==> src/hwmdu_pkg.sv <==
// Constants shared by the multiply/divide unit files
package hwmdu_pkg;
  // ***************************************
  // Register addresses on the SFR bus
  // ***************************************
  localparam logic [7:0] HWMDU_ADDR_ACC0 = 8'he9;
  localparam logic [7:0] HWMDU_ADDR_ACC1 = 8'hea;
  localparam logic [7:0] HWMDU_ADDR_ACC2 = 8'heb;
  localparam logic [7:0] HWMDU_ADDR_ACC3 = 8'hec;
  localparam logic [7:0] HWMDU_ADDR_BLO  = 8'hed;
  localparam logic [7:0] HWMDU_ADDR_BHI  = 8'hee;
  localparam logic [7:0] HWMDU_ADDR_CTRL = 8'hef;

  // ***************************************
  // Control register fields and reset values
  // ***************************************
  localparam int          HWMDU_START_BIT = 7;
  localparam int          HWMDU_MODE_BIT  = 6;
  localparam logic [31:0] HWMDU_ACC_RST   = 32'h0000_0000;
  localparam logic [15:0] HWMDU_B_RST     = 16'h0000;
  localparam logic [7:0]  HWMDU_BYTE_ZERO = 8'h00;
  localparam logic        HWMDU_MODE_RST  = 1'b0;

  // ***************************************
  // Timing: one operation takes this many system clock periods
  // ***************************************
  localparam int          HWMDU_OP_CLOCKS = 16;
  localparam int          HWMDU_CNT_W     = 4;
  localparam logic [HWMDU_CNT_W-1:0] HWMDU_LAST_STEP = HWMDU_CNT_W'(HWMDU_OP_CLOCKS - 1);
  localparam logic [HWMDU_CNT_W-1:0] HWMDU_CNT_RST   = 4'h0;

  // Operation mode
  typedef enum logic {HWMDU_MUL, HWMDU_DIV} hwmdu_mode_e;
endpackage : hwmdu_pkg

==> src/hwmdu_engine.sv <==
// Iterative 16x16 multiply and 32/16 divide engine, 16 clocks per operation
`timescale 1ns/1ps
module hwmdu_engine (
  input  wire logic        core_clk_i,
  input  wire logic        rst_b_i,
  input  wire logic        ce_i,
  input  wire logic        start_i,
  input  wire logic        mode_i,
  input  wire logic [31:0] acc_i,
  input  wire logic [15:0] b_i,
  output logic             busy_o,
  output logic             done_o,
  output logic [31:0]      res_acc_o,
  output logic [15:0]      res_b_o
);
  import hwmdu_pkg::*;

  logic                   busy;
  hwmdu_mode_e            mode_q;
  logic [HWMDU_CNT_W-1:0] cnt;
  logic [31:0]            work;
  logic [15:0]            rem;
  logic [15:0]            opnd;

  // One restoring divide step: returns {remainder, shifted quotient}
  function automatic logic [47:0] div_step(input logic [15:0] r, input logic [31:0] q,
                                           input logic [15:0] d);
    logic [16:0] t;
    logic [16:0] s;
    t = {r, q[31]};
    s = t - {1'b0, d};
    if (!s[16]) begin
      div_step = {s[15:0], q[30:0], 1'b1};
    end else begin
      div_step = {t[15:0], q[30:0], 1'b0};
    end
  endfunction : div_step

  // ***************************************
  // Step arithmetic
  // ***************************************
  // Multiply: add-and-shift one multiplier bit per clock
  wire logic [16:0] mul_sum   = work[0] ? ({1'b0, work[31:16]} + {1'b0, opnd})
                                        : {1'b0, work[31:16]};
  wire logic [31:0] mul_next  = {mul_sum, work[15:1]};
  // Divide: two quotient bits per clock to finish 32 bits in 16 clocks
  wire logic [47:0] div_one   = div_step(rem, work, opnd);
  wire logic [47:0] div_two   = div_step(div_one[47:32], div_one[31:0], opnd);
  wire logic [31:0] next_work = (mode_q == HWMDU_DIV) ? div_two[31:0] : mul_next;
  wire logic [15:0] next_rem  = (mode_q == HWMDU_DIV) ? div_two[47:32] : rem;

  // Results handed back at the final step
  assign done_o    = busy && (cnt == HWMDU_LAST_STEP);
  assign busy_o    = busy;
  assign res_acc_o = next_work;
  assign res_b_o   = (mode_q == HWMDU_DIV) ? next_rem : opnd;

  // Launch latches operands and mode, then steps until the count runs out
  always_ff @(posedge core_clk_i) begin
    if (!rst_b_i) begin
      busy   <= 1'b0;
      mode_q <= HWMDU_MUL;
      cnt    <= HWMDU_CNT_RST;
      work   <= HWMDU_ACC_RST;
      rem    <= HWMDU_B_RST;
      opnd   <= HWMDU_B_RST;
    end else if (ce_i) begin
      if (start_i && !busy) begin
        busy   <= 1'b1;
        mode_q <= hwmdu_mode_e'(mode_i);
        cnt    <= HWMDU_CNT_RST;
        work   <= mode_i ? acc_i : {HWMDU_B_RST, acc_i[15:0]};
        rem    <= HWMDU_B_RST;
        opnd   <= b_i;
      end else if (busy) begin
        work <= next_work;
        rem  <= next_rem;
        cnt  <= cnt + 4'h1;
        busy <= !done_o;
      end
    end
  end

  // Mode stays fixed for the whole operation
  mode_hold_a: assert property (@(posedge core_clk_i) disable iff (!rst_b_i)
    busy ##1 busy |-> $stable(mode_q))
    else $error("mode changed during operation");
endmodule : hwmdu_engine

==> src/hwmdu_top.sv <==
// SFR-bus multiply/divide unit: operand registers, control register, engine
// How it works
// - Writing one to bit 7 launches operation
// - Bit 7 reads one while busy
// - Writing zero to bit 7 does nothing
// - Mode zero: 16x16 product into accumulator
// - Operation finishes sixteen clocks after launch
// - Mode bit 6 read/write, resets zero
`timescale 1ns/1ps
module hwmdu_top (
  input  wire logic       core_clk_i,
  input  wire logic       rst_b_i,
  input  wire logic       ce_i,
  input  wire logic [7:0] sfr_addr_i,
  input  wire logic       sfr_wr_i,
  input  wire logic [7:0] sfr_wdata_i,
  input  wire logic       sfr_rd_i,
  output logic      [7:0] sfr_rdata_o
);
  import hwmdu_pkg::*;

  logic [31:0] extended_accumulator;
  logic [15:0] extended_operand_b;
  logic        multiply_divide_select;
  logic [7:0]  rdata;
  logic        busy;
  logic        done;
  logic [31:0] res_acc;
  logic [15:0] res_b;

  // ***************************************
  // Address decode
  // ***************************************
  // Byte write strobes
  wire logic wr_acc0 = sfr_wr_i && (sfr_addr_i == HWMDU_ADDR_ACC0);
  wire logic wr_acc1 = sfr_wr_i && (sfr_addr_i == HWMDU_ADDR_ACC1);
  wire logic wr_acc2 = sfr_wr_i && (sfr_addr_i == HWMDU_ADDR_ACC2);
  wire logic wr_acc3 = sfr_wr_i && (sfr_addr_i == HWMDU_ADDR_ACC3);
  wire logic wr_blo  = sfr_wr_i && (sfr_addr_i == HWMDU_ADDR_BLO);
  wire logic wr_bhi  = sfr_wr_i && (sfr_addr_i == HWMDU_ADDR_BHI);
  wire logic wr_ctrl = sfr_wr_i && (sfr_addr_i == HWMDU_ADDR_CTRL);
  // Operand writes are dropped while an operation runs
  wire logic opnd_wr_ok = !busy;
  // Only a one in the start bit launches
  wire logic launch = wr_ctrl && sfr_wdata_i[HWMDU_START_BIT] && !busy;
  // Mode travels with the launching write itself
  wire logic launch_mode = sfr_wdata_i[HWMDU_MODE_BIT];
  wire logic arith_start_flag = busy;

  // Control register readback; reserved bits 5:0 read zero
  wire logic [7:0] ctrl_rd = {arith_start_flag, multiply_divide_select, 6'h00};

  // Read multiplexer, unmapped addresses read zero
  wire logic [7:0] rd_mux =
    (sfr_addr_i == HWMDU_ADDR_ACC0) ? extended_accumulator[7:0]   :
    (sfr_addr_i == HWMDU_ADDR_ACC1) ? extended_accumulator[15:8]  :
    (sfr_addr_i == HWMDU_ADDR_ACC2) ? extended_accumulator[23:16] :
    (sfr_addr_i == HWMDU_ADDR_ACC3) ? extended_accumulator[31:24] :
    (sfr_addr_i == HWMDU_ADDR_BLO)  ? extended_operand_b[7:0]     :
    (sfr_addr_i == HWMDU_ADDR_BHI)  ? extended_operand_b[15:8]    :
    (sfr_addr_i == HWMDU_ADDR_CTRL) ? ctrl_rd                     : HWMDU_BYTE_ZERO;

  // ***************************************
  // Engine
  // ***************************************
  hwmdu_engine u_engine (
    .core_clk_i (core_clk_i),
    .rst_b_i    (rst_b_i),
    .ce_i       (ce_i),
    .start_i    (launch),
    .mode_i     (launch_mode),
    .acc_i      (extended_accumulator),
    .b_i        (extended_operand_b),
    .busy_o     (busy),
    .done_o     (done),
    .res_acc_o  (res_acc),
    .res_b_o    (res_b)
  );

  // ***************************************
  // Registers
  // ***************************************
  // Operand and result registers; engine result wins over any bus write
  always_ff @(posedge core_clk_i) begin
    if (!rst_b_i) begin
      extended_accumulator <= HWMDU_ACC_RST;
      extended_operand_b   <= HWMDU_B_RST;
    end else if (ce_i) begin
      if (done) begin
        extended_accumulator <= res_acc;
        extended_operand_b   <= res_b;
      end else if (opnd_wr_ok) begin
        if (wr_acc0) extended_accumulator[7:0]   <= sfr_wdata_i;
        if (wr_acc1) extended_accumulator[15:8]  <= sfr_wdata_i;
        if (wr_acc2) extended_accumulator[23:16] <= sfr_wdata_i;
        if (wr_acc3) extended_accumulator[31:24] <= sfr_wdata_i;
        if (wr_blo)  extended_operand_b[7:0]     <= sfr_wdata_i;
        if (wr_bhi)  extended_operand_b[15:8]    <= sfr_wdata_i;
      end
    end
  end

  // Mode bit, writable any time
  always_ff @(posedge core_clk_i) begin
    if (!rst_b_i) begin
      multiply_divide_select <= HWMDU_MODE_RST;
    end else if (ce_i && wr_ctrl) begin
      multiply_divide_select <= sfr_wdata_i[HWMDU_MODE_BIT];
    end
  end

  // Registered read data
  always_ff @(posedge core_clk_i) begin
    if (!rst_b_i) begin
      rdata <= HWMDU_BYTE_ZERO;
    end else if (ce_i && sfr_rd_i) begin
      rdata <= rd_mux;
    end
  end

  assign sfr_rdata_o = rdata;

  // ***************************************
  // Checks
  // ***************************************
  // Operands captured at launch for result checks
  logic [31:0] chk_a;
  logic [15:0] chk_b;
  logic        chk_mode;
  always_ff @(posedge core_clk_i) begin
    if (!rst_b_i) begin
      chk_a    <= HWMDU_ACC_RST;
      chk_b    <= HWMDU_B_RST;
      chk_mode <= HWMDU_MODE_RST;
    end else if (ce_i && launch) begin
      chk_a    <= extended_accumulator;
      chk_b    <= extended_operand_b;
      chk_mode <= launch_mode;
    end
  end

  start_launch_a: assert property (@(posedge core_clk_i) disable iff (!rst_b_i)
    launch && ce_i |=> busy)
    else $error("start write did not launch");

  busy_read_a: assert property (@(posedge core_clk_i) disable iff (!rst_b_i)
    ce_i && sfr_rd_i && (sfr_addr_i == HWMDU_ADDR_CTRL) |=>
      sfr_rdata_o[HWMDU_START_BIT] == $past(busy))
    else $error("start bit readback wrong");

  zero_write_a: assert property (@(posedge core_clk_i) disable iff (!rst_b_i)
    ce_i && wr_ctrl && !sfr_wdata_i[HWMDU_START_BIT] && !busy |=> !busy)
    else $error("zero write launched");

  op_time_a: assert property (@(posedge core_clk_i) disable iff (!rst_b_i || !ce_i)
    launch |-> ##1 busy ##14 busy ##1 busy ##1 !busy)
    else $error("operation length not 16 clocks");

  mult_result_a: assert property (@(posedge core_clk_i) disable iff (!rst_b_i)
    ce_i && done && !chk_mode |=> extended_accumulator == (chk_a[15:0] * chk_b))
    else $error("wrong product");

  div_result_a: assert property (@(posedge core_clk_i) disable iff (!rst_b_i)
    ce_i && done && chk_mode && (chk_b != HWMDU_B_RST) |=>
      (extended_accumulator == chk_a / chk_b) && (extended_operand_b == 16'(chk_a % chk_b)))
    else $error("wrong quotient or remainder");

  mode_reset_a: assert property (@(posedge core_clk_i)
    !rst_b_i |=> !multiply_divide_select && !busy)
    else $error("mode or start not cleared by reset");

  operand_guard_a: assert property (@(posedge core_clk_i) disable iff (!rst_b_i)
    busy && !done && ce_i |=> $stable(extended_accumulator) && $stable(extended_operand_b))
    else $error("operands changed during operation");

  // ***************************************
  // Control register and bus checks
  // ***************************************
  // Mode bit follows every control write
  mode_write_a: assert property (@(posedge core_clk_i) disable iff (!rst_b_i)
    ce_i && wr_ctrl |=> multiply_divide_select == $past(sfr_wdata_i[HWMDU_MODE_BIT]))
    else $error("mode bit not written");

  // Mode bit reads back in its own position
  mode_read_a: assert property (@(posedge core_clk_i) disable iff (!rst_b_i)
    ce_i && sfr_rd_i && (sfr_addr_i == HWMDU_ADDR_CTRL) |=>
      sfr_rdata_o[HWMDU_MODE_BIT] == $past(multiply_divide_select))
    else $error("mode bit readback wrong");

  // Reserved and unimplemented control bits read zero
  reserved_zero_a: assert property (@(posedge core_clk_i) disable iff (!rst_b_i)
    ce_i && sfr_rd_i && (sfr_addr_i == HWMDU_ADDR_CTRL) |=>
      sfr_rdata_o[HWMDU_MODE_BIT-1:0] == '0)
    else $error("reserved control bits not zero");

  // No early finish while steps remain
  busy_hold_a: assert property (@(posedge core_clk_i) disable iff (!rst_b_i)
    ce_i && busy && !done |=> busy)
    else $error("operation ended early");

  // Start bit drops as the results land
  done_clear_a: assert property (@(posedge core_clk_i) disable iff (!rst_b_i)
    ce_i && done |=> !busy)
    else $error("start bit still set after finish");

  // Idle unit stays idle without a start write
  idle_hold_a: assert property (@(posedge core_clk_i) disable iff (!rst_b_i)
    !busy && !(ce_i && launch) |=> !busy)
    else $error("unit started without a start write");

  // Multiply leaves the B operand as loaded
  mul_b_keep_a: assert property (@(posedge core_clk_i) disable iff (!rst_b_i)
    ce_i && done && !chk_mode |=> extended_operand_b == chk_b)
    else $error("multiply altered B operand");

  // Clock enable low freezes every register
  enable_freeze_a: assert property (@(posedge core_clk_i) disable iff (!rst_b_i)
    !ce_i |=> $stable(extended_accumulator) && $stable(extended_operand_b) &&
      $stable(busy) && $stable(multiply_divide_select) && $stable(sfr_rdata_o))
    else $error("state moved with clock enable low");

  // Read data holds until the next taken read
  read_hold_a: assert property (@(posedge core_clk_i) disable iff (!rst_b_i)
    !(ce_i && sfr_rd_i) |=> $stable(sfr_rdata_o))
    else $error("read data changed without a read");
endmodule : hwmdu_top

==> config.mk <==
export PLATFORM = sky130hd
export DESIGN_NAME = hwmdu_top
export DESIGN_NICKNAME = d
export VERILOG_FILES = /design/src/hwmdu_pkg.sv /design/src/hwmdu_engine.sv /design/src/hwmdu_top.sv
export SDC_FILE = /design/constraint.sdc
export NUM_CORES = 1
export LEC_CHECK = 0
export ABC_AREA = 1
export BUFFER_PORTS_ARGS = -buffer_cell sky130_fd_sc_hd__buf_2
export CORE_MARGIN = 2
export CORE_UTILIZATION = 40
export CTS_BUF_LIST = sky130_fd_sc_hd__clkbuf_2
export CTS_CLUSTER_DIAMETER = 50
export CTS_CLUSTER_SIZE = 25
export DETAILED_ROUTE_END_ITERATION = 16
export GPL_TIMING_DRIVEN = 0
export PLACE_DENSITY_LB_ADDON = 0.2
export SETUP_SLACK_MARGIN = 0.3
export SYNTH_ARGS = -nofsm -noshare
export SYNTH_HDL_FRONTEND = slang
export SYNTH_SLANG_ARGS = --single-unit
==> constraint.sdc <==
create_clock -name core_clk_i -period 4.1 [get_ports core_clk_i]
set_input_delay 0.82 -clock core_clk_i [delete_from_list [all_inputs] [get_ports core_clk_i]]
set_output_delay 0.82 -clock core_clk_i [all_outputs]
set_load 0.05 [all_outputs]
After elaboration in Yosys (flattened, before gate mapping)
Cells that the tools add are included.

Add/sub/neg operators: 4. Eq/ne operators: 9. Multiplexer cells: 32. Reduce and logical (&&, ||, !) cells: 30.

Operators with widths (number): $mux W32 (6); $mux W8 (13); $mux W16 (6); $mux W48 (2); $eq A8 B8 Y1 const B (7); $sub A17 B16 Y17 (2); $reduce_and A3 Y1 (6); $add A16 B16 Y17 (1); $mux W17 (1); $reduce_bool A2 Y1 (7); $logic_and A1 B1 Y1 (13); $mux W4 (2); $add A4 B1 Y4 const B (1); $eq A4 B4 Y1 const B (1); $reduce_and A2 Y1 (2); $logic_not A1 Y1 (2); $mux W1 (2); $ne A2 B1 Y1 const B (1).

Register bits: 127. Input bits: 21. Output and inout port bits: 8. Word-level logic and storage cells: 89.

Logic depth before layout (Yosys ltp)
Depth in word-level cells: 8. Depth in mapped cells: 32. Mapped depth without buffers: 30.

Cells and area by module
Synthesis repeated with hierarchy kept, for this count alone.

Cell total of the unflattened synthesis: 1473. Area, all modules: 9633.0 sq um.

Modules (own cells, without submodules): hwmdu_engine (times used 1, cells an instance 1033, area each 6571.3 sq um, sequential area each 1401.3 sq um); hwmdu_top (times used 1, cells an instance 440, area each 3061.7 sq um, sequential area each 1141.1 sq um).

Least setup slack after synthesis
No wires, ideal clock.

Kind: register to register. Start: register u_engine.opnd[1]. End: register u_engine.rem[11]. Setup time: 0.135 ns. Data arrival time: 3.502 ns. Required time: 3.965 ns. Path slack: 0.463 ns. Stages on the path, launching flop included: 26. Buffers on the path: 2. Period minus slack after synthesis: 3.637 ns. Path through: dfxtp_1 > inv_1 > fa_1 > nand2_1 > nand2_1 > nand3_1 > nand2_2 > nand2_2 > nand3_1 > nand2_2 > inv_1 > buf_2 > o21ai_0 > ha_1 > a21o_1 > a21oi_1 > nand2_1 > a21oi_2 > inv_1 > nand3_2 > nand2_4 > buf_8 > nand3_2 > nand3_1 > nand2_1 > a21oi_2.

Word-level cells in the longest chain between the ends: 7.

Ends and longest elaborated chain: start: declaration (RTL line hwmdu_engine.sv:23) `logic [15:0] opnd;`; start signal: assignment (RTL line hwmdu_engine.sv:74) `opnd <= b_i;`; $sub A17 B16 Y17 (RTL line hwmdu_engine.sv:31) `s = t - {1'b0, d};`; $mux W48 (RTL line hwmdu_engine.sv:32) `if (!s[16]) begin`; $sub A17 B16 Y17 (RTL line hwmdu_engine.sv:31); $mux W48 * (RTL line hwmdu_engine.sv:32); $mux W16 * (RTL line hwmdu_engine.sv:50) `wire logic [15:0] next_rem = (mode_q == HWMDU_DIV) ? div_two[47:32] : rem;`; $mux W16 * (RTL line hwmdu_engine.sv:75) `end else if (busy) begin`; $mux W16 * (RTL line hwmdu_engine.sv:68) `if (start_i && !busy) begin`; end signal: assignment (RTL line hwmdu_engine.sv:77) `rem <= next_rem;`; end: declaration (RTL line hwmdu_engine.sv:22) `logic [15:0] rem;`.

Every way passes the cells marked *; elsewhere a longest branch is shown, timed or not. The select of a mux whose other input is x is not followed. A chain may end at the register's enable or synchronous reset.

Worst setup path after layout
Start: register u_engine.opnd[10]. End: register u_engine.rem[9].

The elaborated chain is that of the path after synthesis.

==> metrics.yaml <==
cts:
  cts_tree: "built"
  cts_root_buf: "clkbuf_2"
  ctsLongestPathBuffers: 2
  cts_buffers: 17
  clock_latency_ns: 0.80
  clk_pin_slew_ns: 0.26
  clkSinkCount: 127
  htreeDepth: 4
status:
  status: "finished clean"
logic_synthesis:
  synth_top_family_by_area: "simple AND/OR/NAND/NOR gates"
  synthTopCellsByArea: "dfxtp_1 27%, nand2_1 15%, o21ai_0 8.8%, a21oi_1 7.2%, inv_1 7.2%"
  syn_nets: 1538
  synth.area.mux_share_pct: 0.108
  syn_area_um2: 9250
  syn_avg_cell_area_um2: 6.32
  synth_fa_ha_area_share_pct: 7.27
  synth_top_area_share_pct: 27.5
  async_reset_ff_share_pct: 0
  synth.largest_area_cell: "dfxtp_1"
  ys_seq_area_share_pct: 27.5
  synth_ff_type: "dfxtp_1"
  syn_inst: 1465
  yosysWarningCount: 0
  synth_compound_area_share_pct: 23.3
  synth_enable_flop_cells: 0
  synth.distinct_cells: 46
  synthXorXnorAreaFrac_pct: 1.99
  synth_seq_cells: 127
  yosys.area_share.simple_pct: 29.4
critical_path:
  end_kind: "flop"
  cp_common_cell: "nand2_1"
  r2r_cells: 28
  crit_fanout: 6
  criticalPathCategory: "reg -> reg"
  slowest_delay_ns: 0.43
  critPathArrivalTime_ns: 4.69
  required_ns: 4.80
  worstSetupStartpointType: "flop"
  cpMaxStageDelayCell: "dfxtp_4"
global_route:
  overflow: 0
  track_usage_pct: 30.3
  grt_max_degree: 17
  grt_pass1_wl_mm: 56.6
  grt_pass1_vias: 10173
  antenna_found_initial: 1
timing:
  tns_ns: 0
  maxSlewViolCount: 0
  finalCritPeriodShare_pct: 97.4
  rsz0062_at_grt: "yes"
  setup_ws_ns: 0.105
  fmax_mhz: 250
  skew_ns: 0.0620
  worstMarginPinSlew_ns: 1.01
  hold_viol_final: 0
  relSlewSlack_pct: 32.4
  setup_viol: 0
  period_minus_slack_ns: 4.00
place:
  dp_hpwl_mm: 27.5
  dp_slack_ns: -0.693
  place.gp.congestion: 0.951
  portBuffers: 25
  dpl_cell_area_um2: 9740
  dp_cells: 1775
worst_hold_path:
  holdCritPathClass: "in -> reg"
  whs_path_depth: 4
layout:
  nNetsFinal: 1650
  nFillCells: 2238
  drive_above_1_share_pct: 22.8
  final_area_um2: 11700
  area_growth_pct: 26.5
  finalNonFillerCells: 1876
pwr:
  vdd_drop_max_mv: 0.142
  p_leak_nw: 5.20
  p_total_mw: 2.32
  power.density_nw_per_um2: 199
floorplanning:
  die_w_um: 156
  rows: 55
  pin_count: 29
  die_height_um: 156
  start_util_pct: 40.7
  dieArea_um2: 24400
  core-area_um2: 22700
routing:
  drtIter0Drc: 1205
  vias_per_cell: 5.86
  ant_nets: 0
  wl_mm: 38.1
  wl_per_cell_um: 20.3
  vias: 10987
  drtPass1Iterations: 8
  drc: 0
job:
  drv_cap: 0
[placed cells by master, fill, tap and decap left out, types with 14 or more instances in the layout]
cell,n
a21oi_2,29
nand3_1,72
ha_1,24
clkbuf_1,38
buf_4,59
ha_4,25
nand3_2,36
clkbuf_2,17
nor2_1,85
nand2_2,33
nand2_1,341
inv_1,167
xor2_1,14
nand3_4,15
dfxtp_1,110
a31oi_1,21
buf_2,40
o21ai_0,152
a21oi_1,112
[Yosys cell counts (8+ instances only)]
cell type  count
o22ai_1        9
nor2_1        90
xor2_1        14
o221ai_1       9
clkbuf_1      38
nand3_1      108
nand2_1      377
o211ai_1       9
a21oi_2       11
ha_1          49
dfxtp_1      127
buf_2         17
o21ai_0      163
inv_1        178
nand3_2       15
a21oi_1      134
a31oi_1       21
nor3_1         8
[what timing repair did]
item / in CTS / in global routing
endpoints found under the setup margin: 34 / 34
hold buffers: 0 / 0
pin swaps: 23 / 52
buffers inserted: 47 / 17
gates cloned: 4 / 0
resized for setup: 126 / 131
[cells by family after synthesis]
kind of cell	Yosys count
fa+ha+maj	52
xor+xnor	21
mux	1
flops	127
simple gates	631
buf+inv	245
compound gates	388
[report_power, final]
group | leakage, nW | switching, mW | internal (mW)
clock | 0.146 | 0.639 | 0.205
sequential | 1.03 | 0.00243 | 1.24
combinational | 4.02 | 0.157 | 0.0835
[critical path: cells and delay by family (launching register included)]
kind,cells,cell delay [ns]
buf+inv,6,0.79
fa+ha+maj,2,0.50
compound gates,4,0.65
flops,1,0.43
simple gates,16,1.52
[through the flow]
| stage | utilization, % | hold slack [ns] |
|---|---|---|
| 6_report | 51.5 | 0.307 |
| 5_1_grt | 51.5 | 0.295 |
| 4_1_cts | 48.1 | 0.297 |
| 3_5_place_dp | 42.9 | 0.453 |
| 3_3_place_gp | 42.9 | 0.443 |
| 2_1_floorplan | - | 0.424 |
[sequential cells by signal, summed over array words and instances (netlist names), 4 cells and up]
register	count
extended_accumulator	32
extended_operand_b	16
sfr_rdata_o	8
u_engine.cnt	4
u_engine.opnd	16
u_engine.rem	16
u_engine.work	32
[per-layer routing]
layer | part of all wire [%] | up-vias | wire length (um) | GRT usage (%)
li1 | - | 5127 | - | -
met1 | 42 | 5157 | 15900 | 41.1
met2 | 45 | 573 | 17000 | 47.8
met3 | 9.6 | 130 | 3660 | 5.61
met4 | 4.0 | 0 | 1520 | 11.4
met5 | 0 | - | 0 | 0
[final cells by class]
class                   count  area [um2]  share of cell area [%]
multi-input cells        1093        6760                    57.7
flip-flops and latches    127        2580                    22.1
repair buffers             93         731                    6.24
inverters                 183         711                    6.07
well taps                 285         357                    3.05
plain buffers              62         322                    2.75
clock inverters            15         158                    1.35
clock buffers              17        85.1                   0.727
diodes                      1        2.50                  0.0214
[worst paths after layout]
check / from / endpoint / slack, ns
setup / recovery: u_engine.opnd[10]$_SDFFE_PN0P_ / u_engine.rem[9]$_SDFFE_PN0P_ / 0.10
hold / removal: sfr_rd_i / sfr_rdata_o[7]$_SDFFE_PN0P_ / 0.31
setup reg to reg: u_engine.opnd[10]$_SDFFE_PN0P_ / u_engine.rem[9]$_SDFFE_PN0P_ / 0.10
hold reg to reg: multiply_divide_select$_SDFFE_PN0P_ / multiply_divide_select$_SDFFE_PN0P_ / 0.48
Power figures use the tool's default switching activity.
